==> src/design/rtc_countdown_pkg.sv <==
// package: register map, field positions and shared types of the countdown timer
package rtc_countdown_pkg;
  // register byte offsets
  localparam logic [7:0] off_imsc = 8'h1c;
  localparam logic [7:0] off_ris = 8'h20;
  localparam logic [7:0] off_mis = 8'h24;
  localparam logic [7:0] off_icr = 8'h28;
  localparam logic [7:0] off_current_load = 8'h2c;
  localparam logic [7:0] off_control = 8'h30;
  localparam logic [7:0] off_first_load = 8'h34;
  localparam logic [7:0] off_second_load = 8'h38;
  localparam logic [7:0] off_pattern0 = 8'h3c;
  localparam logic [7:0] off_pattern1 = 8'h40;
  localparam logic [7:0] off_pattern2 = 8'h44;
  localparam logic [7:0] off_pattern3 = 8'h48;
  // control field positions
  localparam int one_shot_bit = 0;
  localparam int run_bit = 1;
  localparam int self_start_bit = 2;
  localparam int size_lo = 4;
  localparam int clk_sel_bit = 11;
  localparam int bypass_bit = 12;
  localparam logic [31:0] control_mask = 32'h00001ff7;
  // timer interrupt bit in mask, raw, masked and clear registers
  localparam int timer_irq_bit = 1;
  // reset values and bus response codes
  localparam logic [31:0] current_load_reset = 32'h0fffffff;
  localparam logic [31:0] load_reset = 32'h00000000;
  localparam logic [31:0] control_reset = 32'h00000000;
  localparam logic [1:0] resp_okay = 2'b00;
  localparam logic [1:0] resp_slverr = 2'b10;

  typedef struct packed {
    logic awvalid;
    logic [7:0] awaddr;
    logic wvalid;
    logic [31:0] wdata;
    logic [3:0] wstrb;
    logic bready;
    logic arvalid;
    logic [7:0] araddr;
    logic rready;
  } axil_req_s;

  typedef struct packed {
    logic awready;
    logic wready;
    logic bvalid;
    logic [1:0] bresp;
    logic arready;
    logic rvalid;
    logic [31:0] rdata;
    logic [1:0] rresp;
  } axil_rsp_s;
endpackage : rtc_countdown_pkg

==> src/design/rtc_countdown_timer.sv <==
// countdown timer of the real-time-clock unit with an AXI4-Lite register slave
//
// Local design decision: the AXI4-Lite register port.
`timescale 1ns/1ps
`default_nettype none
// bus timing: reads answer one cycle after the address is taken,
// writes two cycles after the later of address and data.
// ticks are one-cycle enables from the clock unit; the timer itself
// runs on aclk, so gating here only reports whether the count clock is wanted.
// a stopped counter keeps its value; only a load write while stopped
// preloads it, so software can resume a paused count where it left off.

module rtc_countdown_timer (
  input wire logic aclk,
  input wire logic aresetn,
  input wire logic slow_tick,
  input wire logic trim_tick,
  input wire logic s_awvalid,
  output logic s_awready,
  input wire logic [7:0] s_awaddr,
  input wire logic s_wvalid,
  output logic s_wready,
  input wire logic [31:0] s_wdata,
  input wire logic [3:0] s_wstrb,
  output logic s_bvalid,
  input wire logic s_bready,
  output logic [1:0] s_bresp,
  input wire logic s_arvalid,
  output logic s_arready,
  input wire logic [7:0] s_araddr,
  output logic s_rvalid,
  input wire logic s_rready,
  output logic [31:0] s_rdata,
  output logic [1:0] s_rresp,
  output logic timer_irq,
  output logic timer_clk_en
);

  typedef struct packed {
    // write channel holding flops
    logic aw_held;
    logic [7:0] aw_addr;
    logic w_held;
    logic [31:0] w_data;
    logic [3:0] w_strb;
    logic bvalid;
    logic [1:0] bresp;
    // read channel answer
    logic rvalid;
    logic [31:0] rdata;
    logic [1:0] rresp;
    // ready flags kept as flops so the ports come straight from registers
    logic awready;
    logic wready;
    logic arready;
    // software registers
    logic [31:0] control;
    logic [31:0] first_load_value;
    logic [31:0] second_load_value;
    logic [127:0] pattern;
    // countdown state
    logic [31:0] current_load_value;
    logic [31:0] counter;
    logic [6:0] pointer;
    logic running;
    // interrupt and gating
    logic timer_raw_irq_status;
    logic timer_irq_mask;
    logic irq;
    logic clk_en;
  } state_s;

  state_s cur;
  state_s next_cur;

  // byte-lane merge of a write into an existing word
  function automatic logic [31:0] merge(
    input logic [31:0] old,
    input logic [31:0] data,
    input logic [3:0] strb);
    logic [31:0] res;
    res = old;
    for (int i = 0; i < 4; i++) begin
      if (strb[i]) begin
        res[8*i +: 8] = data[8*i +: 8];
      end
    end
    return res;
  endfunction : merge

  // load value chosen by the pattern bit under the pointer
  function automatic logic [31:0] pick_load(
    input state_s s,
    input logic [6:0] ptr);
    return s.pattern[ptr] ? s.second_load_value : s.first_load_value;
  endfunction : pick_load

  // pointer step, wrapping after the programmed pattern size
  function automatic logic [6:0] step_ptr(
    input logic [6:0] ptr,
    input logic [6:0] size);
    logic [6:0] res;
    res = (ptr + 7'h01 >= size) ? 7'h00 : 7'(ptr + 7'h01);
    return res;
  endfunction : step_ptr

  // decode and event strobes shared by the next-state logic
  logic [6:0] size;
  logic tick;
  logic do_write;
  logic do_read;
  logic load_wr;
  logic pat_wr;
  logic zero_event;
  logic [31:0] rd_word;
  logic rd_ok;
  logic wr_ok;

  assign size = cur.control[rtc_countdown_pkg::size_lo +: 7];
  // clock source select; ticks are single aclk-cycle enables from the unit
  assign tick = cur.control[rtc_countdown_pkg::clk_sel_bit] ? trim_tick : slow_tick;
  // a write fires once both halves are held and no answer is pending
  assign do_write = cur.aw_held && cur.w_held && !cur.bvalid;
  // a read is taken only while no earlier answer waits
  assign do_read = s_arvalid && !cur.rvalid;
  // writes that may preload or self-start the count
  assign load_wr = do_write && (cur.aw_addr == rtc_countdown_pkg::off_first_load ||
                                cur.aw_addr == rtc_countdown_pkg::off_second_load);
  // unaligned pattern offsets fall out in the register case below
  assign pat_wr = do_write && cur.aw_addr >= rtc_countdown_pkg::off_pattern0 &&
                  cur.aw_addr <= rtc_countdown_pkg::off_pattern3;
  // zero is held for one tick before the event, so the period is load plus one
  assign zero_event = tick && cur.running && cur.counter == 32'h00000000;

  // read decode; unmapped or unaligned addresses answer slverr
  always_comb begin
    rd_word = 32'h00000000;
    rd_ok = 1'b1;
    // the clear word is write-only and reads back zero
    unique case (s_araddr)
      rtc_countdown_pkg::off_imsc: rd_word[rtc_countdown_pkg::timer_irq_bit] = cur.timer_irq_mask;
      rtc_countdown_pkg::off_ris: rd_word[rtc_countdown_pkg::timer_irq_bit] = cur.timer_raw_irq_status;
      rtc_countdown_pkg::off_mis: rd_word[rtc_countdown_pkg::timer_irq_bit] = cur.irq;
      rtc_countdown_pkg::off_icr: rd_word = 32'h00000000;
      rtc_countdown_pkg::off_current_load: rd_word = cur.current_load_value;
      rtc_countdown_pkg::off_control: rd_word = cur.control;
      rtc_countdown_pkg::off_first_load: rd_word = cur.first_load_value;
      rtc_countdown_pkg::off_second_load: rd_word = cur.second_load_value;
      rtc_countdown_pkg::off_pattern0: rd_word = cur.pattern[31:0];
      rtc_countdown_pkg::off_pattern1: rd_word = cur.pattern[63:32];
      rtc_countdown_pkg::off_pattern2: rd_word = cur.pattern[95:64];
      rtc_countdown_pkg::off_pattern3: rd_word = cur.pattern[127:96];
      default: rd_ok = 1'b0;
    endcase
  end

  // writable offsets; the current load value is read-only and refuses writes
  always_comb begin
    unique case (cur.aw_addr)
      rtc_countdown_pkg::off_imsc,
      rtc_countdown_pkg::off_icr,
      rtc_countdown_pkg::off_control,
      rtc_countdown_pkg::off_first_load,
      rtc_countdown_pkg::off_second_load,
      rtc_countdown_pkg::off_pattern0,
      rtc_countdown_pkg::off_pattern1,
      rtc_countdown_pkg::off_pattern2,
      rtc_countdown_pkg::off_pattern3: wr_ok = 1'b1;
      default: wr_ok = 1'b0;
    endcase
  end

  // next-state logic: bus channels, registers and the countdown
  always_comb begin
    next_cur = cur;
    // address and data accepted independently, one write at a time
    if (s_awvalid && !cur.aw_held) begin
      next_cur.aw_held = 1'b1;
      next_cur.aw_addr = s_awaddr;
    end
    if (s_wvalid && !cur.w_held) begin
      next_cur.w_held = 1'b1;
      next_cur.w_data = s_wdata;
      next_cur.w_strb = s_wstrb;
    end
    // write answer retires on the bready handshake and reopens both channels
    if (cur.bvalid && s_bready) begin
      next_cur.bvalid = 1'b0;
      next_cur.aw_held = 1'b0;
      next_cur.w_held = 1'b0;
    end
    // read answer retires on the rready handshake
    if (cur.rvalid && s_rready) begin
      next_cur.rvalid = 1'b0;
    end
    // capture read data in the cycle the address is taken
    if (do_read) begin
      next_cur.rvalid = 1'b1;
      next_cur.rdata = rd_word;
      next_cur.rresp = rd_ok ? rtc_countdown_pkg::resp_okay : rtc_countdown_pkg::resp_slverr;
    end

    // countdown: frozen when stopped, reload or stop at zero
    if (tick) begin
      next_cur.running = cur.control[rtc_countdown_pkg::run_bit];
      if (cur.running) begin
        if (cur.counter == 32'h00000000) begin
          if (cur.control[rtc_countdown_pkg::one_shot_bit]) begin
            // one-shot: stop and drop the run bit so software sees it
            next_cur.running = 1'b0;
            next_cur.control[rtc_countdown_pkg::run_bit] = 1'b0;
          end else begin
            // periodic: reload from the value the pattern picks
            next_cur.counter = pick_load(cur, cur.pointer);
            next_cur.current_load_value = pick_load(cur, cur.pointer);
            next_cur.pointer = step_ptr(cur.pointer, size);
          end
        end else begin
          next_cur.counter = cur.counter - 32'h00000001;
        end
      end else begin
        // stopped: a frozen count resumes where it paused
        next_cur.counter = cur.counter;
      end
    end

    if (do_write) begin
      // answer the write; unmapped offsets are refused with slverr
      next_cur.bvalid = 1'b1;
      next_cur.bresp = wr_ok ? rtc_countdown_pkg::resp_okay : rtc_countdown_pkg::resp_slverr;
      // register update, byte lanes honoured
      unique case (cur.aw_addr)
        rtc_countdown_pkg::off_imsc: begin
          if (cur.w_strb[0]) begin
            next_cur.timer_irq_mask = cur.w_data[rtc_countdown_pkg::timer_irq_bit];
          end
        end
        rtc_countdown_pkg::off_control: begin
          // reserved bits stay zero; a same-cycle hardware run-bit clear is overwritten by this write and by a self-start set
          next_cur.control = merge(cur.control, cur.w_data, cur.w_strb) & rtc_countdown_pkg::control_mask;
        end
        rtc_countdown_pkg::off_first_load: begin
          next_cur.first_load_value = merge(cur.first_load_value, cur.w_data, cur.w_strb);
        end
        rtc_countdown_pkg::off_second_load: begin
          next_cur.second_load_value = merge(cur.second_load_value, cur.w_data, cur.w_strb);
        end
        rtc_countdown_pkg::off_pattern0: begin
          next_cur.pattern[31:0] = merge(cur.pattern[31:0], cur.w_data, cur.w_strb);
        end
        rtc_countdown_pkg::off_pattern1: begin
          next_cur.pattern[63:32] = merge(cur.pattern[63:32], cur.w_data, cur.w_strb);
        end
        rtc_countdown_pkg::off_pattern2: begin
          next_cur.pattern[95:64] = merge(cur.pattern[95:64], cur.w_data, cur.w_strb);
        end
        rtc_countdown_pkg::off_pattern3: begin
          next_cur.pattern[127:96] = merge(cur.pattern[127:96], cur.w_data, cur.w_strb);
        end
        default: begin
        end
      endcase
      // load write while stopped: preload from the first selected value and start
      if (load_wr && !cur.running && !cur.control[rtc_countdown_pkg::run_bit]) begin
        next_cur.control[rtc_countdown_pkg::run_bit] = 1'b1;
        next_cur.pointer = 7'h00;
        next_cur.counter = pick_load(next_cur, 7'h00);
        next_cur.current_load_value = pick_load(next_cur, 7'h00);
        next_cur.pointer = step_ptr(7'h00, size);
      end
      // self-start: any load or pattern write sets the run bit; a paused count resumes, it is not reloaded here
      if ((load_wr || pat_wr) && cur.control[rtc_countdown_pkg::self_start_bit]) begin
        next_cur.control[rtc_countdown_pkg::run_bit] = 1'b1;
      end
    end

    // raw status: set wins over a same-cycle clear
    if (do_write && cur.aw_addr == rtc_countdown_pkg::off_icr && cur.w_strb[0] &&
        cur.w_data[rtc_countdown_pkg::timer_irq_bit]) begin
      next_cur.timer_raw_irq_status = 1'b0;
    end
    if (zero_event) begin
      next_cur.timer_raw_irq_status = 1'b1;
    end
    // masked interrupt registered so the pin never glitches
    next_cur.irq = next_cur.timer_raw_irq_status && next_cur.timer_irq_mask;
    // readies follow the holding flops one cycle ahead, so they leave a register
    next_cur.awready = !next_cur.aw_held;
    next_cur.wready = !next_cur.w_held;
    next_cur.arready = !next_cur.rvalid;
    // gating: clock enabled while the run bit or the running flag is set, or when bypassed
    next_cur.clk_en = next_cur.control[rtc_countdown_pkg::bypass_bit] ||
                      next_cur.control[rtc_countdown_pkg::run_bit] || next_cur.running;
  end

  // state register
  always_ff @(posedge aclk) begin
    if (!aresetn) begin
      cur <= '0;
      // readies come up high in reset so the first request is taken at once
      cur.awready <= 1'b1;
      cur.wready <= 1'b1;
      cur.arready <= 1'b1;
      cur.control <= rtc_countdown_pkg::control_reset;
      cur.first_load_value <= rtc_countdown_pkg::load_reset;
      cur.second_load_value <= rtc_countdown_pkg::load_reset;
      cur.current_load_value <= rtc_countdown_pkg::current_load_reset;
    end else begin
      cur <= next_cur;
    end
  end

  // outputs straight from the state flops
  assign s_awready = cur.awready;
  assign s_wready = cur.wready;
  assign s_bvalid = cur.bvalid;
  assign s_bresp = cur.bresp;
  assign s_arready = cur.arready;
  assign s_rvalid = cur.rvalid;
  assign s_rdata = cur.rdata;
  assign s_rresp = cur.rresp;
  assign timer_irq = cur.irq;
  assign timer_clk_en = cur.clk_en;

endmodule : rtc_countdown_timer
`default_nettype wire

==> config.mk <==
export PLATFORM = sky130hd
export DESIGN_NAME = rtc_countdown_timer
export DESIGN_NICKNAME = d
export VERILOG_FILES = /design/src/design/rtc_countdown_pkg.sv /design/src/design/rtc_countdown_timer.sv
export SDC_FILE = /design/constraint.sdc
export NUM_CORES = 1
export LEC_CHECK = 0
export ABC_CLOCK_PERIOD_IN_PS = 3500
export CAP_MARGIN = 15
export CORE_MARGIN = 5
export CORE_UTILIZATION = 64
export DETAILED_ROUTE_END_ITERATION = 16
export DONT_BUFFER_PORTS = 1
export PLACE_DENSITY = 0.8
export SYNTH_ARGS = -nofsm -noshare
export SYNTH_HDL_FRONTEND = slang
export SYNTH_SLANG_ARGS = --single-unit
==> constraint.sdc <==
create_clock -name aclk -period 3.5 [get_ports aclk]
set_clock_uncertainty 0.05 [all_clocks]
set_input_delay 0.7 -clock aclk [delete_from_list [all_inputs] [get_ports aclk]]
set_output_delay 0.7 -clock aclk [all_outputs]
set_load 0.01 [all_outputs]
==> flow_summary.json, run 1 <==
{
  "status": "finished clean",
  "die-area_um2": 32400,
  "layout_common_cells": "363 x dfxtp_1, 319 x nand2_1, 257 x a21oi_1",
  "layout.nets": 2233,
  "start_kind": "flip-flop",
  "fmax_ghz": 0.297,
  "place_inst": 2505,
  "viasPerCell": 6.88,
  "post_cts_buffers": 0,
  "gp_congestion": 0.986,
  "regArea_um2": 7310,
  "postSynthAreaPerCell_um2": 8.14,
  "antenna_cells": 0,
  "ff2ff_path_depth": 8,
  "cp.required_ps": 3920,
  "top_usage_layer": "met1",
  "p_leak_nw": 7.26,
  "groute.usage.overall": 0.354,
  "synth_top_cell_by_area": "dfxtp_1",
  "crit_cells": 8,
  "clockRootBuffer": "clkbuf_16",
  "async_flop_share": 0,
  "ir_worst_vdd_mv": 0.446,
  "use_met2": 0.499,
  "rsz0062_at_grt": "no",
  "largest_register_ffs": 324,
  "drt-total-wl_um": 60800,
  "worstMarginPinSlew_ps": 1000,
  "setup_viol": 0,
  "syn_inst": 2270,
  "power_density_nw_per_um2": 439,
  "path_buf_inv": 0,
  "critPathMaxFanout": 8,
  "insertion_delay_ps": 530,
  "drtIter0Drc": 2817,
  "antenna_found_initial": 0,
  "multiInputGateArea_um2": 10100,
  "ys_ff_latch": 365,
  "cp_slowest_cell": "nor3_1",
  "clock-sinks": 365,
  "h-tree-depth": 2,
  "met1_usage": 0.532,
  "drv_slew": 0,
  "io_buffers": 0,
  "drive_gt1_frac": 0.0938,
  "synth_edf_count": 0,
  "fin_setup_tns_ps": 0,
  "grt_pass1_wl_um": 93100,
  "fillers": 2323,
  "cts_tree": "yes",
  "start_util": 0.645,
  "yosysTopAreaCellShare": 0.396,
  "vias": 17700,
  "synth_top_flop_cell": "dfxtp_1",
  "area_growth_pct": 7.22,
  "worst_slack_ps": 129,
  "relSlewSlack": 0.329,
  "hold_violations": 0,
  "remaining_drc_errors": 0,
  "crit_type": "flip-flop to flip-flop",
  "hold_depth": 1,
  "die_h_um": 180,
  "core_area_um2": 28600,
  "row_count": 62,
  "dp_hpwl_um": 44300,
  "pin_count": 104,
  "endpoint_kind": "flip-flop",
  "yosys_warnings": 0,
  "place_ws_ps": 99.2,
  "first_pass_iters": 7,
  "final_common_cell": "dfxtp_1",
  "max_flop_register": "cur",
  "slowest_delay_ps": 490,
  "path_cells": "nand4bb_1 > nor4b_1 > mux2i_1 > mux2_2 > nand2_1 > nor2_1 > nor3_1 > o221a_2",
  "drv_cap": 0,
  "stdcell_count": 2569,
  "hold_class": "primary input to flip-flop",
  "period_needed_ps": 3370,
  "clkSlewWorstSetupHoldPaths_ps": 70,
  "synth_seq_area_share": 0.396,
  "critPathTopFamily": "simple AND/OR/NAND/NOR gates",
  "arrival_ps": 3790,
  "grt_pass1_vias": 15900,
  "synth_area_um2": 18500,
  "grt_max_degree": 115,
  "wl_per_cell_um": 23.7,
  "clk_path_buf_depth": 3,
  "synth.distinct_cells": 77,
  "grt_util_met3": 0.0877,
  "synth_area_leaders": "dfxtp_1 40%, mux2i_1 10%, a21oi_1 7.0%, nand2_1 6.5%, nor2_1 4.5%",
  "overflow": 0,
  "die_w_um": 180,
  "postRouteAntennaNets": 0,
  "cts_buffers": 39,
  "finalCritPeriodShare": 0.963
}
==> metrics by stage <==
step,total power [mW],hold slack [ps],utilization,area [µm²]
3_5_place_dp,4.80,411,0.649,18600
2_1_floorplan,4.72,382,-,18500
3_3_place_gp,4.79,397,0.649,18600
4_1_cts,8.68,200,0.691,19800
5_1_grt,8.92,211,0.692,19800
6_report,8.70,225,0.692,19800
==> metal layers <==
layer,vias to the layer above,part of all wire
li1,7940,-
met1,8351,0.42
met2,1237,0.41
met3,156,0.14
met4,0,0.037
met5,-,0
==> worst register-to-register path: stages, from the launching register on <==
cell       delay (ps)
dfxtp_1           450
nand4bb_1         340
nor4b_1           460
mux2i_1           470
mux2_2            460
nand2_1           220
nor2_1             70
nor3_1            490
o221a_2           290
==> final cells by class <==
cell class / instances / share of cell area
clock buffer: 53 / 0.0570
clock inverter: 11 / 0.00392
inverter: 23 / 0.00474
multi-input combinational: 1659 / 0.510
sequential: 365 / 0.369
tap: 384 / 0.0243
timing repair buffer: 74 / 0.0306
==> power breakdown <==
group          total (mW)  internal, mW  switching [mW]
clock network        3.97          2.26            1.71
registers            4.35          4.22           0.134
logic               0.379         0.129           0.250
==> cells by family (layout without fill, tap and decap cells) <==
family	Yosys count	after routing	synth area share
AO/OA/AOI/OAI	614	614	0.209
flip-flops	365	365	0.396
other	1	2	0.000203
adder cells (fa/ha/maj)	10	10	0.00678
XOR/XNOR	8	8	0.00379
multiplexers	217	217	0.130
buffers and inverters	247	161	0.0601
AND/OR/NAND/NOR	808	808	0.195
==> what timing repair did <==
| action | CTS | global route |
|---|---|---|
| resized for setup | 0 | 2 |
| setup endpoints to repair | 0 | 10 |
| hold buffers | 0 | 0 |
==> worst paths after layout <==
path,startpoint,endpoint,slack (ps)
max,cur[383],cur[29],130
min,aresetn,cur[49],230
max reg2reg,cur[383],cur[29],130
min reg2reg,cur[278],cur[278],420
==> synth_stat cells, types with 6 or more instances <==
| master | n |
|---|---|
| buf_4 | 44 |
| o22ai_1 | 32 |
| nand3_1 | 105 |
| o21ai_0 | 127 |
| o221a_2 | 10 |
| mux2_2 | 17 |
| a21o_1 | 14 |
| a21oi_1 | 257 |
| inv_1 | 23 |
| nor4b_1 | 7 |
| a311oi_1 | 9 |
| mux2i_1 | 184 |
| nand2_1 | 319 |
| nor2_1 | 222 |
| and3_1 | 6 |
| nand2b_1 | 18 |
| nand4_1 | 6 |
| a22oi_1 | 22 |
| nor3_1 | 46 |
| dfxtp_1 | 365 |
| buf_1 | 12 |
| clkbuf_1 | 159 |
| or4_1 | 9 |
| a211o_1 | 7 |
| buf_2 | 8 |
| or3_1 | 11 |
| a2111o_1 | 8 |
| or2_2 | 6 |
| nor4_1 | 6 |
| mux4_2 | 16 |
| a211oi_1 | 8 |
| a31oi_1 | 8 |
| a222oi_1 | 31 |
| a221oi_1 | 28 |
| ha_1 | 10 |
| nor2b_1 | 13 |
No activity file was read; power rests on OpenSTA's default activity.
==> run 2: changes to the inputs <==
Settings changed: CELL_PAD_IN_SITES_DETAIL_PLACEMENT from default to 1, CELL_PAD_IN_SITES_GLOBAL_PLACEMENT from default to 1, CORE_UTILIZATION 64 to 48, PLACE_DENSITY 0.8 to default, PLACE_DENSITY_LB_ADDON from default to 0.1.
==> flow_summary.json, run 2 (synthesis results as in run 1) <==
{
  "fin_setup_tns_ps": 0,
  "grt_util_met3": 0.0656,
  "area_growth_pct": 10.1,
  "met1_usage": 0.479,
  "max_flop_register": "cur",
  "totalPowerFinal_mw": 9.30,
  "grt_max_degree": 99,
  "drt-total-wl_um": 71000,
  "overflow": 0,
  "path_cells": "and2_1 > nor4b_1 > mux2i_1 > buf_4 > mux2_2 > nand2_1 > nor2_1 > nor3_1 > o221a_2",
  "h-tree-depth": 2,
  "dpl_cell_area_um2": 18900,
  "largest_register_ffs": 324,
  "finalCritPeriodShare": 0.964,
  "cts_tree": "yes",
  "layout.nets": 2254,
  "status": "finished clean",
  "seqPwrFrac": 0.467,
  "ir_worst_vdd_mv": 0.378,
  "clockRootBuffer": "clkbuf_16",
  "top_usage_layer": "met2",
  "relSlewSlack": 0.300,
  "clk_path_buf_depth": 3,
  "place_ws_ps": 184,
  "final_core_util": 0.537,
  "clockPowerShare": 0.487,
  "core_area_um2": 37800,
  "drv_slew": 0,
  "layout_common_cells": "364 x dfxtp_1, 319 x nand2_1, 257 x a21oi_1",
  "die-area_um2": 42500,
  "gp_congestion": 0.990,
  "insertion_delay_ps": 560,
  "first_pass_iters": 8,
  "slowest_delay_ps": 550,
  "p_leak_nw": 7.46,
  "swShare": 0.240,
  "pin_count": 104,
  "start_util": 0.488,
  "p_int_mw": 7.07,
  "hold_violations": 0,
  "io_buffers": 0,
  "row_count": 71,
  "die_h_um": 206,
  "rsz0062_at_grt": "no",
  "grt_pass1_vias": 17500,
  "cp.required_ps": 3960,
  "setup_viol": 0,
  "power_density_nw_per_um2": 458,
  "switchingPower_mw": 2.23,
  "antenna_found_initial": 0,
  "critPathMaxFanout": 13,
  "grt_pass1_wl_um": 108000,
  "drtIter0Drc": 2228,
  "antenna_cells": 0,
  "clkSlewWorstSetupHoldPaths_ps": 60,
  "start_kind": "flip-flop",
  "groute.usage.overall": 0.327,
  "drive_gt1_frac": 0.103,
  "clock-sinks": 365,
  "endpoint_kind": "flip-flop",
  "cp_slowest_cell": "nor3_1",
  "hold_slack_ps": 200,
  "worst_slack_ps": 125,
  "period_needed_ps": 3370,
  "fin_area_um2": 20300,
  "crit_type": "flip-flop to flip-flop",
  "remaining_drc_errors": 0,
  "wl_per_cell_um": 26.1,
  "hold_class": "primary input to flip-flop",
  "pwr-share-comb": 0.045,
  "dp_hpwl_um": 52800,
  "postRouteAntennaNets": 0,
  "place_inst": 2650,
  "path_buf_inv": 1,
  "die_w_um": 206,
  "arrival_ps": 3830,
  "cts_buffers": 41,
  "fmax_ghz": 0.296,
  "drv_cap": 0,
  "worstMarginPinSlew_ps": 1050,
  "stdcell_count": 2724,
  "viasPerCell": 6.51,
  "critPathTopFamily": "simple AND/OR/NAND/NOR gates",
  "use_met2": 0.496,
  "vias": 17700,
  "final_common_cell": "dfxtp_1"
}
-- run 2: what timing repair did --
| item | CTS | global route |
|---|---|---|
| resized for setup | 0 | 3 |
| buffers inserted | 0 | 1 |
| hold buffers | 0 | 0 |
| setup endpoints to repair | 0 | 1 |
-- run 2: layout make-up --
class,count,area [µm²]
Fill cell,4545,17500
Tap cell,511,639
Inverter,23,93.8
Clock inverter,13,194
Multi-Input combinational cell,1659,10100
Sequential cell,365,7310
Timing Repair Buffer,93,798
Clock buffer,60,1190
-- run 2: worst reg2reg max path, stage by stage, from the launching register on --
cell,delay [ps]
dfxtp_1,460
and2_1,300
nor4b_1,340
mux2i_1,230
buf_4,270
mux2_2,400
nand2_1,310
nor2_1,80
nor3_1,560
o221a_2,320
-- run 2: power by group through the flow --
stage          logic, mW  clock network, mW  registers, mW
5_1_grt            0.455               4.73           4.35
2_1_floorplan      0.381                  0           4.33
4_1_cts            0.414               4.57           4.34
6_report           0.423               4.53           4.35
3_3_place_gp       0.400                  0           4.43
3_5_place_dp       0.411                  0           4.43
-- run 2: path summary, 6_finish.rpt --
check | cells after the start | slack (ps) | startpoint | endpoint
setup / recovery | 9 | 130 | cur[381] | cur[29]
hold / removal | 1 | 200 | aresetn | s_arready
setup reg to reg | 9 | 130 | cur[381] | cur[29]
hold reg to reg | 2 | 430 | cur[162] | cur[162]
-- run 2: metal layers --
layer / wire (µm) / up-vias
li1: - / 7984
met1: 31800 / 8866
met2: 30800 / 758
met3: 6630 / 116
met4: 1790 / 0
met5: 0 / -
